`src/rtl/lin_node_regs.svh`:
```
// Offsets, field positions, reset values and timing counts of the LIN node
// How it works
// Loopback: tx feeds rx, pin high
// Debug halt freezes; free-run finishes first
// Parity none, odd or even
// Identifier parity error only with parity
// Response length one to eight bytes
// Prescaler 24 bits, fraction 4 bits
// Bit time 16*(P+1+M/16) module clocks
// Optional length from identifier bits
// Little or big endian byte order
// Commander or responder role select
// Masked identifier or task-byte filtering
// Identifier write starts commander header
// Task byte match picks direction
// Classic or enhanced checksum
// Multibuffer or single byte register
// Responder adapts bit rate on sync
// Inconsistent sync field flag
// No-response timeout flag
// Three wakeups unanswered flag, 1.5 s
// One wakeup unanswered flag, 150 ms
// Four seconds bus idle flag
// Wakeup flag on low level or sleep
// No-response timeout counted in bits
`ifndef LIN_NODE_REGS_SVH
`define LIN_NODE_REGS_SVH

`define CLK_MHZ 125
`define OFF_CTRL 8'h00
`define OFF_PRESC 8'h04
`define OFF_FRAC 8'h08
`define OFF_ID 8'h0C
`define OFF_INTEN 8'h10
`define OFF_STAT 8'h14
`define OFF_DATA_LO 8'h18
`define OFF_DATA_HI 8'h1C

`define C_LOOP 0
`define C_CMDR 1
`define C_PAR_LO 2
`define C_FREE 4
`define C_LEN_ID 5
`define C_BIG 6
`define C_ENH 7
`define C_MBUF 8
`define C_ADAPT 9
`define C_TASK 10
`define C_LEN_LO 11
`define C_LOWPWR 14
`define C_WAKE 15
`define CTRL_RST 32'h00003D00
`define PRESC_RST 24'h00000F
`define FRAC_RST 4'h4
`define ID_RST 32'h0000303A

`define S_PAR 0
`define S_FRM 1
`define S_CSUM 2
`define S_SYNC 3
`define S_NORESP 4
`define S_WAKE3 5
`define S_WAKE1 6
`define S_BUSTO 7
`define S_WAKEUP 8
`define S_RXRDY 9
`define S_TXDONE 10
`define NFLAG 11

`define SLEEP_ID 6'h3C
`define NORESP_BITS 16'd120
`define WAKE_PULSE_US 250
`define WAKE_PULSE_CYC (`WAKE_PULSE_US * `CLK_MHZ)
`define WAKE_WAIT_MS 150
`define WAKE_SERIES_MS 1500
`define BUS_IDLE_MS 4000
`define WAKE_WAIT_CYC (`WAKE_WAIT_MS * `CLK_MHZ * 1000)
`define WAKE_SERIES_CYC (`WAKE_SERIES_MS * `CLK_MHZ * 1000)
`define BUS_IDLE_CYC (`BUS_IDLE_MS * `CLK_MHZ * 1000)

`endif

```
`src/rtl/lin_node_pkg.sv`:
```
// Types shared by the LIN node
package lin_node_pkg;
   typedef enum logic [2:0] {ST_IDLE, ST_BRK, ST_DEL, ST_SYNC, ST_PID,
      ST_DATA, ST_CSUM} frame_t;
   typedef enum logic [1:0] {WK_OFF, WK_PULSE, WK_WAIT, WK_PAUSE} wake_t;
   typedef enum logic [1:0] {PAR_NONE, PAR_ODD, PAR_EVEN} parity_t;
endpackage

```
`src/rtl/lin_bus_node_controller.sv`:
```
// LIN commander/responder node with classic Wishbone register slave
//
// Chosen here: the placing of the registers and the Wishbone slave port.
`timescale 1ns/10ps
`include "lin_node_regs.svh"
module lin_bus_node_controller #(
   parameter logic [31:0] WAKE_WAIT_CYC = `WAKE_WAIT_CYC,
   parameter logic [31:0] WAKE_SERIES_CYC = `WAKE_SERIES_CYC,
   parameter logic [31:0] BUS_IDLE_CYC = `BUS_IDLE_CYC
)(
   input wire logic clk_in,
   input wire logic rstn_in,
   input wire logic [7:0] wb_adr_in,
   input wire logic [31:0] wb_dat_in,
   input wire logic [3:0] wb_sel_in,
   input wire logic wb_we_in,
   input wire logic wb_cyc_in,
   input wire logic wb_stb_in,
   output logic [31:0] wb_dat_out,
   output logic wb_ack_out,
   input wire logic debug_halt_in,
   input wire logic bus_receive_in,
   output logic bus_transmit_out,
   output logic irq_out
);
   logic [31:0] ctrl, inten;
   logic [23:0] presc;
   logic [3:0] frac;
   logic [7:0] idb, task_b, mask, rid;
   logic [7:0] txb [8];
   logic [7:0] rxb [8];
   logic [`NFLAG-1:0] flags, ev, ev_f;
   logic ev_sy, ev_nr, ev_bt, ev_w1, ev_w3;
   lin_node_pkg::frame_t st;
   lin_node_pkg::wake_t wk;
   lin_node_pkg::parity_t pmode;

   wire loopb = ctrl[`C_LOOP];
   wire cmdr = ctrl[`C_CMDR];
   wire big = ctrl[`C_BIG];
   wire adapt_en = ctrl[`C_ADAPT] & ~cmdr;
   assign pmode = lin_node_pkg::parity_t'(ctrl[`C_PAR_LO+:2]);

   // Wishbone slave, one wait state; write lands on the ack edge
   wire wb_req = wb_cyc_in & wb_stb_in;
   wire [7:0] adr = {wb_adr_in[7:2], 2'b00};
   wire wr = wb_req & wb_we_in & wb_ack_out;
   wire [31:0] bmask = {{8{wb_sel_in[3]}}, {8{wb_sel_in[2]}},
                        {8{wb_sel_in[1]}}, {8{wb_sel_in[0]}}};
   wire [31:0] wdat = wb_dat_in & bmask;

   function automatic logic [31:0] merge(input logic [31:0] old);
      merge = (old & ~bmask) | wdat;
   endfunction

   wire start_hdr = wr & adr == `OFF_ID & wb_sel_in[0] & cmdr;
   wire wake_go = wr & adr == `OFF_CTRL & wdat[`C_WAKE] & ~cmdr;

   always_ff @(posedge clk_in or negedge rstn_in)
      if (!rstn_in)
         wb_ack_out <= 1'b0;
      else
         wb_ack_out <= wb_req & ~wb_ack_out;

   always_ff @(posedge clk_in or negedge rstn_in)
      if (!rstn_in)
      begin
         ctrl <= `CTRL_RST;
         presc <= `PRESC_RST;
         frac <= `FRAC_RST;
         {mask, task_b, idb} <= 24'(`ID_RST);
         inten <= 32'h00000000;
      end
      else if (wr)
      begin
         case (adr)
            `OFF_CTRL: ctrl <= merge(ctrl) & 32'h00007FFF;
            `OFF_PRESC: presc <= 24'(merge({8'h00, presc}));
            `OFF_FRAC: frac <= 4'(merge({28'h0000000, frac}));
            `OFF_ID: {mask, task_b, idb} <= 24'(merge({8'h00, mask,
               task_b, idb}));
            `OFF_INTEN: inten <= merge(inten) & 32'h000007FF;
            default: ;
         endcase
      end

   always_ff @(posedge clk_in or negedge rstn_in)
      if (!rstn_in)
      begin
         for (int i = 0; i < 8; i++)
            txb[i] <= 8'h00;
      end
      else if (wr & (adr == `OFF_DATA_LO | adr == `OFF_DATA_HI))
      begin
         for (int i = 0; i < 4; i++)
            if (wb_sel_in[i])
               txb[{adr[2], 2'(i)}] <= wb_dat_in[8*i+:8];
      end

   always_ff @(posedge clk_in or negedge rstn_in)
      if (!rstn_in)
         wb_dat_out <= 32'h00000000;
      else if (wb_req & ~wb_ack_out)
      begin
         case (adr)
            `OFF_CTRL: wb_dat_out <= ctrl;
            `OFF_PRESC: wb_dat_out <= {8'h00, presc};
            `OFF_FRAC: wb_dat_out <= {28'h0000000, frac};
            `OFF_ID: wb_dat_out <= {8'h00, mask, task_b, idb};
            `OFF_INTEN: wb_dat_out <= inten;
            `OFF_STAT: wb_dat_out <= {7'h00, st != lin_node_pkg::ST_IDLE,
               rid, 5'h00, flags};
            `OFF_DATA_LO: wb_dat_out <= {rxb[3], rxb[2], rxb[1], rxb[0]};
            `OFF_DATA_HI: wb_dat_out <= {rxb[7], rxb[6], rxb[5], rxb[4]};
            default: wb_dat_out <= 32'h00000000;
         endcase
      end

   // Sticky flags, write one to clear; a new event beats the clear
   wire [`NFLAG-1:0] clr = (wr & adr == `OFF_STAT) ?
      wdat[`NFLAG-1:0] : '0;
   always_ff @(posedge clk_in or negedge rstn_in)
      if (!rstn_in)
         flags <= '0;
      else
         flags <= (flags & ~clr) | ev;

   assign irq_out = |(flags & inten[`NFLAG-1:0]);

   // Bit time in system clocks; module clock is half the system clock
   logic [29:0] adapt_len;
   logic adapt_ok;
   wire [29:0] fix_len = 30'((30'(presc) + 30'h1) * 30'h20
      + 30'(frac) * 30'h2);
   wire [29:0] bit_len = (adapt_en & adapt_ok) ? adapt_len : fix_len;

   // Pin filter: a level counts once the last two stages agree
   logic s1, s2, s3, rxf;
   always_ff @(posedge clk_in or negedge rstn_in)
      if (!rstn_in)
      begin
         {s1, s2, s3, rxf} <= 4'hF;
      end
      else
      begin
         s1 <= bus_receive_in;
         s2 <= s1;
         s3 <= s2;
         if (s2 == s3)
            rxf <= s3;
      end

   logic tx_bit, brk_drive, wk_drive, tx_busy, rb;
   wire tx_line = tx_bit & ~brk_drive & ~wk_drive;
   wire line = loopb ? tx_line : rxf;
   logic line_d;
   wire fall = line_d & ~line;

   // Free-run lets a frame in flight finish before it freezes
   wire run = ~(debug_halt_in & (~ctrl[`C_FREE] |
      (st == lin_node_pkg::ST_IDLE & ~tx_busy & ~rb)));

   always_ff @(posedge clk_in or negedge rstn_in)
      if (!rstn_in)
      begin
         line_d <= 1'b1;
         bus_transmit_out <= 1'b1;
      end
      else
      begin
         line_d <= line;
         bus_transmit_out <= loopb | tx_line;
      end

   // Byte transmitter, LSB first with start and stop
   logic tx_go;
   logic [7:0] tx_d;
   logic [9:0] tsh;
   logic [3:0] tn;
   logic [29:0] tc;
   assign tx_busy = tn != 4'h0;
   assign tx_bit = tx_busy ? tsh[0] : 1'b1;
   always_ff @(posedge clk_in or negedge rstn_in)
      if (!rstn_in)
      begin
         tsh <= 10'h3FF;
         tn <= 4'h0;
         tc <= 30'h0;
      end
      else if (run)
      begin
         if (tx_go)
         begin
            tsh <= {1'b1, tx_d, 1'b0};
            tn <= 4'hA;
            tc <= 30'h0;
         end
         else if (tx_busy)
         begin
            if (tc == bit_len - 30'h1)
            begin
               tc <= 30'h0;
               tsh <= {1'b1, tsh[9:1]};
               tn <= tn - 4'h1;
            end
            else
               tc <= tc + 30'h1;
         end
      end

   // Byte receiver; our own bytes come back here as readback
   logic rdone, rferr;
   logic [7:0] rsh;
   logic [3:0] rn;
   logic [29:0] rc;
   always_ff @(posedge clk_in or negedge rstn_in)
      if (!rstn_in)
      begin
         rb <= 1'b0;
         rdone <= 1'b0;
         rferr <= 1'b0;
         rsh <= 8'h00;
         rn <= 4'h0;
         rc <= 30'h0;
      end
      else if (run)
      begin
         rdone <= 1'b0;
         if (!rb)
         begin
            if (fall)
            begin
               rb <= 1'b1;
               rc <= bit_len >> 1;
               rn <= 4'h0;
            end
         end
         else if (rc == 30'h0)
         begin
            rc <= bit_len - 30'h1;
            rn <= rn + 4'h1;
            if (rn == 4'h0 && line)
               rb <= 1'b0;
            else if (rn == 4'h9)
            begin
               rb <= 1'b0;
               rdone <= 1'b1;
               rferr <= ~line;
            end
            else if (rn != 4'h0)
               rsh <= {line, rsh[7:1]};
         end
         else
            rc <= rc - 30'h1;
      end

   // Break: at least eleven dominant bits, seen at its rising edge
   logic brk_ev;
   logic [3:0] lb;
   logic [29:0] lc;
   always_ff @(posedge clk_in or negedge rstn_in)
      if (!rstn_in)
      begin
         brk_ev <= 1'b0;
         lb <= 4'h0;
         lc <= 30'h0;
      end
      else if (run)
      begin
         brk_ev <= 1'b0;
         if (line)
         begin
            brk_ev <= lb >= 4'hB;
            lb <= 4'h0;
            lc <= 30'h0;
         end
         else if (lc == bit_len - 30'h1)
         begin
            lc <= 30'h0;
            if (lb != 4'hF)
               lb <= lb + 4'h1;
         end
         else
            lc <= lc + 30'h1;
      end

   // Sync field: falls at bits 0,2,4,6,8 give eight bit times
   logic [2:0] fn;
   logic [33:0] meas, t2;
   wire [33:0] t2x4 = {t2[31:0], 2'b00};
   wire [33:0] dev = (t2x4 > meas) ? t2x4 - meas : meas - t2x4;
   always_ff @(posedge clk_in or negedge rstn_in)
      if (!rstn_in)
      begin
         fn <= 3'h0;
         meas <= 34'h0;
         t2 <= 34'h0;
         adapt_len <= 30'h0;
         adapt_ok <= 1'b0;
         ev_sy <= 1'b0;
      end
      else if (run)
      begin
         ev_sy <= 1'b0;
         if (!adapt_en)
            adapt_ok <= 1'b0;
         if (st != lin_node_pkg::ST_SYNC)
            fn <= 3'h0;
         else if (fall && fn != 3'h5)
         begin
            fn <= fn + 3'h1;
            meas <= 34'h1;
            if (fn == 3'h1)
               t2 <= meas;
            if (fn != 3'h0)
               meas <= meas + 34'h1;
            if (fn == 3'h4 && adapt_en)
            begin
               adapt_len <= meas[32:3];
               adapt_ok <= 1'b1;
               ev_sy <= dev > (meas >> 3);
            end
         end
         else
            meas <= meas + 34'h1;
      end

   function automatic logic pbit(input logic [6:0] x);
      pbit = (pmode == lin_node_pkg::PAR_EVEN) ? ~^x : ^x;
   endfunction

   function automatic logic [7:0] cadd(input logic [7:0] a,
      input logic [7:0] b);
      logic [8:0] s;
      s = {1'b0, a} + {1'b0, b};
      cadd = s[7:0] + {7'h00, s[8]};
   endfunction

   // Frame sequencer
   logic [3:0] len, idx;
   logic dir_tx, nr_hit;
   logic [29:0] lc_b;
   logic [7:0] sum;
   wire par_on = pmode != lin_node_pkg::PAR_NONE;
   wire [7:0] pid_tx = par_on ? {pbit(idb[6:0]), idb[6:0]} : idb;
   wire task_hit = ((rsh ^ task_b) & ~mask) == 8'h00;
   wire id_hit = ((rsh ^ idb) & ~mask) == 8'h00 && mask != 8'hFF;
   wire [7:0] sum_n = cadd(sum, rsh);
   wire [2:0] cur = 3'(big ? len - 4'h1 - idx : idx);
   wire [2:0] nxt = 3'(big ? len - 4'h2 - idx : idx + 4'h1);
   logic [3:0] len_n;
   always_comb
   begin
      len_n = 4'(ctrl[`C_LEN_LO+:3]) + 4'h1;
      if (ctrl[`C_LEN_ID])
         len_n = rsh[5:4] == 2'b11 ? 4'h8 : rsh[5:4] == 2'b10 ? 4'h4 : 4'h2;
      if (!ctrl[`C_MBUF])
         len_n = 4'h1;
   end

   assign brk_drive = st == lin_node_pkg::ST_BRK;

   always_ff @(posedge clk_in or negedge rstn_in)
      if (!rstn_in)
      begin
         st <= lin_node_pkg::ST_IDLE;
         tx_go <= 1'b0;
         tx_d <= 8'hFF;
         ev_f <= '0;
         rid <= 8'h00;
         len <= 4'h8;
         idx <= 4'h0;
         dir_tx <= 1'b0;
         sum <= 8'h00;
         lc_b <= 30'h0;
         for (int i = 0; i < 8; i++)
            rxb[i] <= 8'h00;
      end
      else if (run)
      begin
         tx_go <= 1'b0;
         ev_f <= '0;
         if (rdone && rferr && st >= lin_node_pkg::ST_SYNC)
         begin
            ev_f[`S_FRM] <= 1'b1;
            st <= lin_node_pkg::ST_IDLE;
         end
         else if (nr_hit)
            st <= lin_node_pkg::ST_IDLE;
         else
         case (st)
            lin_node_pkg::ST_IDLE:
            begin
               lc_b <= 30'h0;
               idx <= 4'h0;
               if (start_hdr)
                  st <= lin_node_pkg::ST_BRK;
               else if (brk_ev)
                  st <= lin_node_pkg::ST_SYNC;
            end
            lin_node_pkg::ST_BRK, lin_node_pkg::ST_DEL:
               if (lc_b == bit_len - 30'h1)
               begin
                  lc_b <= 30'h0;
                  idx <= idx + 4'h1;
                  if (st == lin_node_pkg::ST_DEL)
                  begin
                     tx_go <= 1'b1;
                     tx_d <= 8'h55;
                     st <= lin_node_pkg::ST_SYNC;
                  end
                  else if (idx == 4'hC)
                     st <= lin_node_pkg::ST_DEL;
               end
               else
                  lc_b <= lc_b + 30'h1;
            lin_node_pkg::ST_SYNC:
               if (rdone)
               begin
                  st <= lin_node_pkg::ST_PID;
                  if (cmdr)
                  begin
                     tx_go <= 1'b1;
                     tx_d <= pid_tx;
                  end
               end
            lin_node_pkg::ST_PID:
               if (rdone)
               begin
                  rid <= rsh;
                  idx <= 4'h0;
                  len <= len_n;
                  dir_tx <= ctrl[`C_TASK] & task_hit;
                  sum <= ctrl[`C_ENH] ? rsh : 8'h00;
                  if (par_on && rsh[7] != pbit(rsh[6:0]))
                  begin
                     ev_f[`S_PAR] <= 1'b1;
                     st <= lin_node_pkg::ST_IDLE;
                  end
                  else if (!ctrl[`C_TASK] && !id_hit)
                     st <= lin_node_pkg::ST_IDLE;
                  else
                  begin
                     st <= lin_node_pkg::ST_DATA;
                     if (ctrl[`C_TASK] & task_hit)
                     begin
                        tx_go <= 1'b1;
                        tx_d <= txb[big ? 3'(len_n - 4'h1) : 3'h0];
                     end
                  end
               end
            lin_node_pkg::ST_DATA:
               if (rdone)
               begin
                  sum <= sum_n;
                  idx <= idx + 4'h1;
                  if (!dir_tx)
                     rxb[cur] <= rsh;
                  if (idx == 4'h0 && rid[5:0] == `SLEEP_ID && rsh == 8'h00
                     && !ctrl[`C_LOWPWR] && !cmdr)
                     ev_f[`S_WAKEUP] <= 1'b1;
                  if (idx == len - 4'h1)
                  begin
                     st <= lin_node_pkg::ST_CSUM;
                     tx_go <= dir_tx;
                     tx_d <= ~sum_n;
                  end
                  else if (dir_tx)
                  begin
                     tx_go <= 1'b1;
                     tx_d <= txb[nxt];
                  end
               end
            lin_node_pkg::ST_CSUM:
               if (rdone)
               begin
                  st <= lin_node_pkg::ST_IDLE;
                  if (rsh != ~sum)
                     ev_f[`S_CSUM] <= 1'b1;
                  else if (dir_tx)
                     ev_f[`S_TXDONE] <= 1'b1;
                  else
                     ev_f[`S_RXRDY] <= 1'b1;
               end
            default: st <= lin_node_pkg::ST_IDLE;
         endcase
      end

   // Responder watchdogs: missing response and idle bus
   logic [15:0] nb;
   logic [29:0] nc;
   logic [31:0] bi;
   wire resp_wait = ~cmdr & ~dir_tx & (st == lin_node_pkg::ST_DATA |
      st == lin_node_pkg::ST_CSUM);
   always_ff @(posedge clk_in or negedge rstn_in)
      if (!rstn_in)
      begin
         nb <= 16'h0;
         nc <= 30'h0;
         nr_hit <= 1'b0;
         bi <= 32'h0;
         ev_nr <= 1'b0;
         ev_bt <= 1'b0;
      end
      else if (run)
      begin
         nr_hit <= 1'b0;
         ev_nr <= 1'b0;
         ev_bt <= 1'b0;
         if (!resp_wait || nr_hit)
         begin
            nb <= 16'h0;
            nc <= 30'h0;
         end
         else if (nc == bit_len - 30'h1)
         begin
            nc <= 30'h0;
            nb <= nb + 16'h1;
            if (nb == `NORESP_BITS - 16'h1)
            begin
               nr_hit <= 1'b1;
               ev_nr <= 1'b1;
            end
         end
         else
            nc <= nc + 30'h1;
         if (!line || cmdr || st != lin_node_pkg::ST_IDLE)
            bi <= 32'h0;
         else if (bi != BUS_IDLE_CYC)
         begin
            bi <= bi + 32'h1;
            ev_bt <= bi == BUS_IDLE_CYC - 32'h1;
         end
      end

   // Wakeup series: pulse, wait for a header, three tries, long pause
   logic [31:0] wc;
   logic [1:0] wn;
   assign wk_drive = wk == lin_node_pkg::WK_PULSE;
   always_ff @(posedge clk_in or negedge rstn_in)
      if (!rstn_in)
      begin
         wk <= lin_node_pkg::WK_OFF;
         wc <= 32'h0;
         wn <= 2'h0;
         ev_w1 <= 1'b0;
         ev_w3 <= 1'b0;
      end
      else if (run)
      begin
         ev_w1 <= 1'b0;
         ev_w3 <= 1'b0;
         wc <= wc + 32'h1;
         case (wk)
            lin_node_pkg::WK_OFF:
            begin
               wc <= 32'h0;
               wn <= 2'h0;
               if (wake_go)
                  wk <= lin_node_pkg::WK_PULSE;
            end
            lin_node_pkg::WK_PULSE:
               if (wc == 32'(`WAKE_PULSE_CYC) - 32'h1)
               begin
                  wc <= 32'h0;
                  wk <= lin_node_pkg::WK_WAIT;
               end
            lin_node_pkg::WK_WAIT:
               if (brk_ev)
                  wk <= lin_node_pkg::WK_OFF;
               else if (wc == WAKE_WAIT_CYC - 32'h1)
               begin
                  wc <= 32'h0;
                  ev_w1 <= 1'b1;
                  wn <= wn + 2'h1;
                  wk <= lin_node_pkg::WK_PULSE;
                  if (wn == 2'h2)
                  begin
                     ev_w3 <= 1'b1;
                     wk <= lin_node_pkg::WK_PAUSE;
                  end
               end
            lin_node_pkg::WK_PAUSE:
               if (brk_ev)
                  wk <= lin_node_pkg::WK_OFF;
               else if (wc == WAKE_SERIES_CYC - 32'h1)
               begin
                  wc <= 32'h0;
                  wn <= 2'h0;
                  wk <= lin_node_pkg::WK_PULSE;
               end
            default: wk <= lin_node_pkg::WK_OFF;
         endcase
      end

   always_comb
   begin
      ev = ev_f;
      ev[`S_SYNC] = ev_sy;
      ev[`S_NORESP] = ev_nr;
      ev[`S_BUSTO] = ev_bt;
      ev[`S_WAKE1] = ev_w1;
      ev[`S_WAKE3] = ev_w3;
      if (ctrl[`C_LOWPWR] & ~cmdr & ~line)
         ev[`S_WAKEUP] = 1'b1;
   end
endmodule

```
`config.mk`:
```
export PLATFORM = sky130hd
export DESIGN_NAME = lin_bus_node_controller
export DESIGN_NICKNAME = d
export VERILOG_FILES = /design/src/rtl/lin_node_pkg.sv /design/src/rtl/lin_bus_node_controller.sv
export VERILOG_INCLUDE_DIRS = /design/src /design/src/rtl
export SDC_FILE = /design/constraint.sdc
export NUM_CORES = 2
export LEC_CHECK = 0
export ABC_CLOCK_PERIOD_IN_PS = 5700
export BUFFER_PORTS_ARGS = -buffer_cell sky130_fd_sc_hd__buf_2
export CORE_AREA = 8 8 274 409
export CTS_BUF_LIST = sky130_fd_sc_hd__clkbuf_4 sky130_fd_sc_hd__clkbuf_8
export CTS_CLUSTER_SIZE = 16
export DETAILED_ROUTE_END_ITERATION = 10
export DIE_AREA = 0 0 282 417
export PLACE_DENSITY_LB_ADDON = 0.12
export SKIP_CTS_REPAIR_TIMING = 1
export SYNTH_ARGS = -nofsm -noshare
export SYNTH_HDL_FRONTEND = slang
export SYNTH_SLANG_ARGS = --single-unit
export TNS_END_PERCENT = 30
```
`constraint.sdc`:
```
create_clock -name clk_in -period 5.7 [get_ports clk_in]
set_clock_uncertainty 0.2 [all_clocks]
set_input_delay 1.14 -clock clk_in [delete_from_list [all_inputs] [get_ports clk_in]]
set_output_delay 1.14 -clock clk_in [all_outputs]
set_load 0.01 [all_outputs]
```
# Word-level counts from Yosys, hierarchy flattened
# Cells that the tools add are included.
# word_totals
ff_bits	672
latchBits	0
ram_bits	0
rom_bits	0
memories	0
# classes
addsub	28
multipliers	0
div_mod_pow	0
n_lt_le_gt_ge	16
eq_ne	70
shifts	0
n_mux	194
n_bitwise	74
reduce_logical	86
# op_table
cell	count
$mux W64	7
$mux W30	12
$bwmux W64	5
$pmux W32 S8	1
$mux W32	7
$mux W8	24
$pmux W32 S4	1
$add A30 B1 Y30 const B	4
$demux W8 S3	5
$eq A30 B30 Y1	4
$mux W34	3
$and A24 B24 Y24	3
$sub A34 B34 Y34	2
$mux W3	22
$add A32 B1 Y32 const B	2
$mux W1	62
$mux W4	15
$pmux W30 S2	1
$sub A30 B1 Y30 const B	2
$bmux W8 S3	2
$or A24 B24 Y24	2
$add A34 B1 Y34 const B	1
$gt A34 B31 Y1	1
$gt A34 B34 Y1	1
93 further kinds	279

# Longest topological paths before layout
# logic_depth
word_depth	16
mapped_depth	28
mapped_depth_nobuf	26

# Least setup slack after synthesis
# No wires, ideal clock.
# synth_timing
path_type	reg2reg
from	register with a tool-made name
to	register nb[12]
setup_ps	78
t_arrival_ps	5747
slack_ps	-325
stages_incl_launch_ff	23
n_path_buf	6
path_cell_list	dfrtp_1 and3b_1 buf_2 buf_2 buf_2 buf_1 clkbuf_1 mux2i_1 ha_1 nor4b_2 nand3_1 a211oi_1 o21ai_1 nor4_2 and3_1 buf_2 xnor2_1 o21ai_0 or4_1 nor4_2 o21ai_2 or4_1 a21oi_1
# synth_lines
item	line	text
to (signal assigned)	lin_bus_node_controller.sv:518	nb <= nb + 16'h1;
to (decl)	lin_bus_node_controller.sv:490	logic [15:0] nb;

==> results.ini <==
[detailed_routing]
viasPerCell=5.640
drt_iter0_markers=2586
num_vias=36330
first_pass_iters=7
drtAntennaViolNets=0
totalWireLength_um=148700
post_drt_wl_per_cell_um=23.09
drc=0

[cells_and_area]
stdcell_count=6441
final_nets=5122
area_growth_pct=15.35
drive_gt1_share_pct=18.75
final_cell_area_um2=48590

[setup_path]
worst-path-buf-inv=2
start_kind=register
crit_family=simple AND/OR/NAND/NOR gates
crit_fanout=8
worstPathArrival_ps=5990
crit_path_max_incr_delay_ps=620
worstPathRequired_ps=6250
setup.worst_path.class=reg2reg
crit_chain=ha_1 -> nand3_2 -> or4_4 -> a31oi_4 -> nor4b_4 -> buf_4 -> and3_1 -> xnor2_1 -> a221oi_1 -> nand3_1 -> or4_1 -> nor4_4 -> buf_4 -> o21ai_2 -> or4_1 -> a21oi_1
regToRegEndpoint=nb[12]
cp-end-kind=register
reg2reg_slack_ps=260
cp_slowest_cell=dfstp_2
reg2reg_depth=16

[logic_synthesis]
synthTopCellsByArea=dfrtp_1, mux2_2, nand2_1
yosysUniqueCellTypes=99
synth_edf_count=0
async_flop_share_pct=100.0
synth.top_cell.area_share_pct=37.48
syn_area_per_cell_um2=9.003
yosysTopAreaCell=dfrtp_1
synth_seq_cells=671
synth_ff_type=dfrtp_1
yosys_warnings=0
seq_area_frac_synth_pct=39.98
syn_area_um2=42120
synth_fp_nets=4876
netlist_instances=4679
netlist_top_cells_count=dfrtp_1, nand2_1, nor2_1
yosysMostFrequentCell=dfrtp_1

[clock_network]
clock_path_buffers=3
cts.htree.levels=3
cts_buffers=112
clk_latency_ps=830
clk_pin_slew_ps=70
clock_sinks=671
root_buffer=clkbuf_8
cts_tree=yes

[sta]
fmax_mhz=183.8
period_share_pct=95.46
worstMarginPinSlew_ps=1138
final_max_slew_viol_count=0
setup_viol=0
period_minus_slack_ps=5441
hold_viol_final=0
maxSlewHeadroom_pct=23.96

[die]
floorplan.die.width_um=282
core_area_um2=106100
start_util_pct=39.69
rows=147
pin_count=86
dieArea_um2=117600
die_h_um=417

[power_and_ir_drop]
vdd_drop_max_uv=208.8
leakagePower_nw=21.67
power_density_nw_per_um2=349.8

[run_status]
status=finished, final reports clean

[global_routing]
grt_pass1_vias=36460
antenna_found_initial=8
grt_max_degree=97
grt_pass1_wl_um=227100
grt_usage_pct=25.03
grt.overflow.total=0

[placed_design]
postPlaceCellArea_um2=45750
hpwl_um=114300
gp_congestion=0.9407
placed_cells=6224
io_buffers=83

[min_path]
hp-class=reg2reg
hold_end=s2
hold_path_startpoint=s1
hold_depth=0

[run]
drv_cap=0

==> metrics by stage <==
stage               utilization [%]  setup slack [ps]  total power [mW]  setup TNS, ps  hold slack, ps
floorplan                         -             64.19             9.578              0           145.2
global placement              43.11             6.813             11.90              0           152.4
detailed placement            43.11            -16.73             11.93         -16.73           147.3
CTS                           45.62            -49.45             17.12         -799.8           126.6
global route                  45.78            -1.252             18.11         -1.252           154.0
finish                        45.79             258.6             17.00              0           162.1
==> per-layer routing <==
| layer | track usage (%) | wire length, µm | vias to the layer above |
|---|---|---|---|
| met1 | 29.94 | 60310 | 17970 |
| met3 | 3.107 | 5883 | 299 |
| met5 | 0 | 42 | - |
| met2 | 43.07 | 73140 | 863 |
| li1 | - | - | 17190 |
| met4 | 14.16 | 9359 | 6 |
==> how the worst max path moves through the flow <==
stage / start / slack, ps / cells after the start / endpoint
2_1_floorplan: register / 60 / 22 / nb[12]
3_3_place_gp: register / 7 / 21 / tn[1]
3_5_place_dp: register / -20 / 21 / tn[3]
4_1_cts: register / -50 / 21 / tn[3]
5_1_grt: meas[3] / -1 / 26 / ev_sy
6_report: register / 260 / 16 / nb[12]
==> cell families after synthesis <==
kind of cell | synth area share, %
AND/OR/NAND/NOR | 19.35
AO/OA/AOI/OAI | 15.98
flip-flops | 39.98
buffers and inverters | 3.725
XOR/XNOR | 8.293
multiplexers | 8.260
adder cells (fa/ha/maj) | 4.414
==> cells in the final DEF, fill, tap and decap left out, types with 14 or more instances in the layout <==
master and instances:
o31ai_1 29, or4_1 14, clkbuf_4 32, xnor2_1 224, nand2b_1 36, dfstp_2 40
o21ai_0 364, dfrtp_1 630, nand4_1 86, a211oi_1 30, a222oi_1 15, mux2i_1 78
clkinv_2 21, o21bai_1 14, and2_1 28, xor2_1 145, and4_1 15, mux2_2 221
a21oi_1 207, o22ai_1 32, clkbuf_8 144, nor2_1 416, ha_1 141, o211ai_1 26
nor3_1 124, a22o_1 24, o21a_1 20, nor2b_1 29, buf_2 82, inv_1 167
or3_1 44, buf_4 267, a22oi_1 56, nand3_1 153, nand2_1 551, a21o_1 69
a221oi_1 23, and3_1 71, nor4_1 49, a31oi_1 27
==> where the power goes <==
group / leakage (nW) / switching [mW] / internal, mW
Clock: 1.42 / 2.21 / 2.87
Combinational: 11.4 / 3.72 / 2.68
Sequential: 8.86 / 0.377 / 5.13
Total: 21.7 / 6.31 / 10.7
==> area by class of cell <==
cell class	count	area (µm²)
Tap cell	1415	1770
Multi-Input combinational cell	3608	24000
Clock buffer	176	2222
Antenna cell	2	5.005
Timing Repair Buffer	362	2670
Sequential cell	671	16840
Clock inverter	37	447.9
Fill cell	10450	57530
Inverter	170	638.1
(Power assumes the default switching activity.)
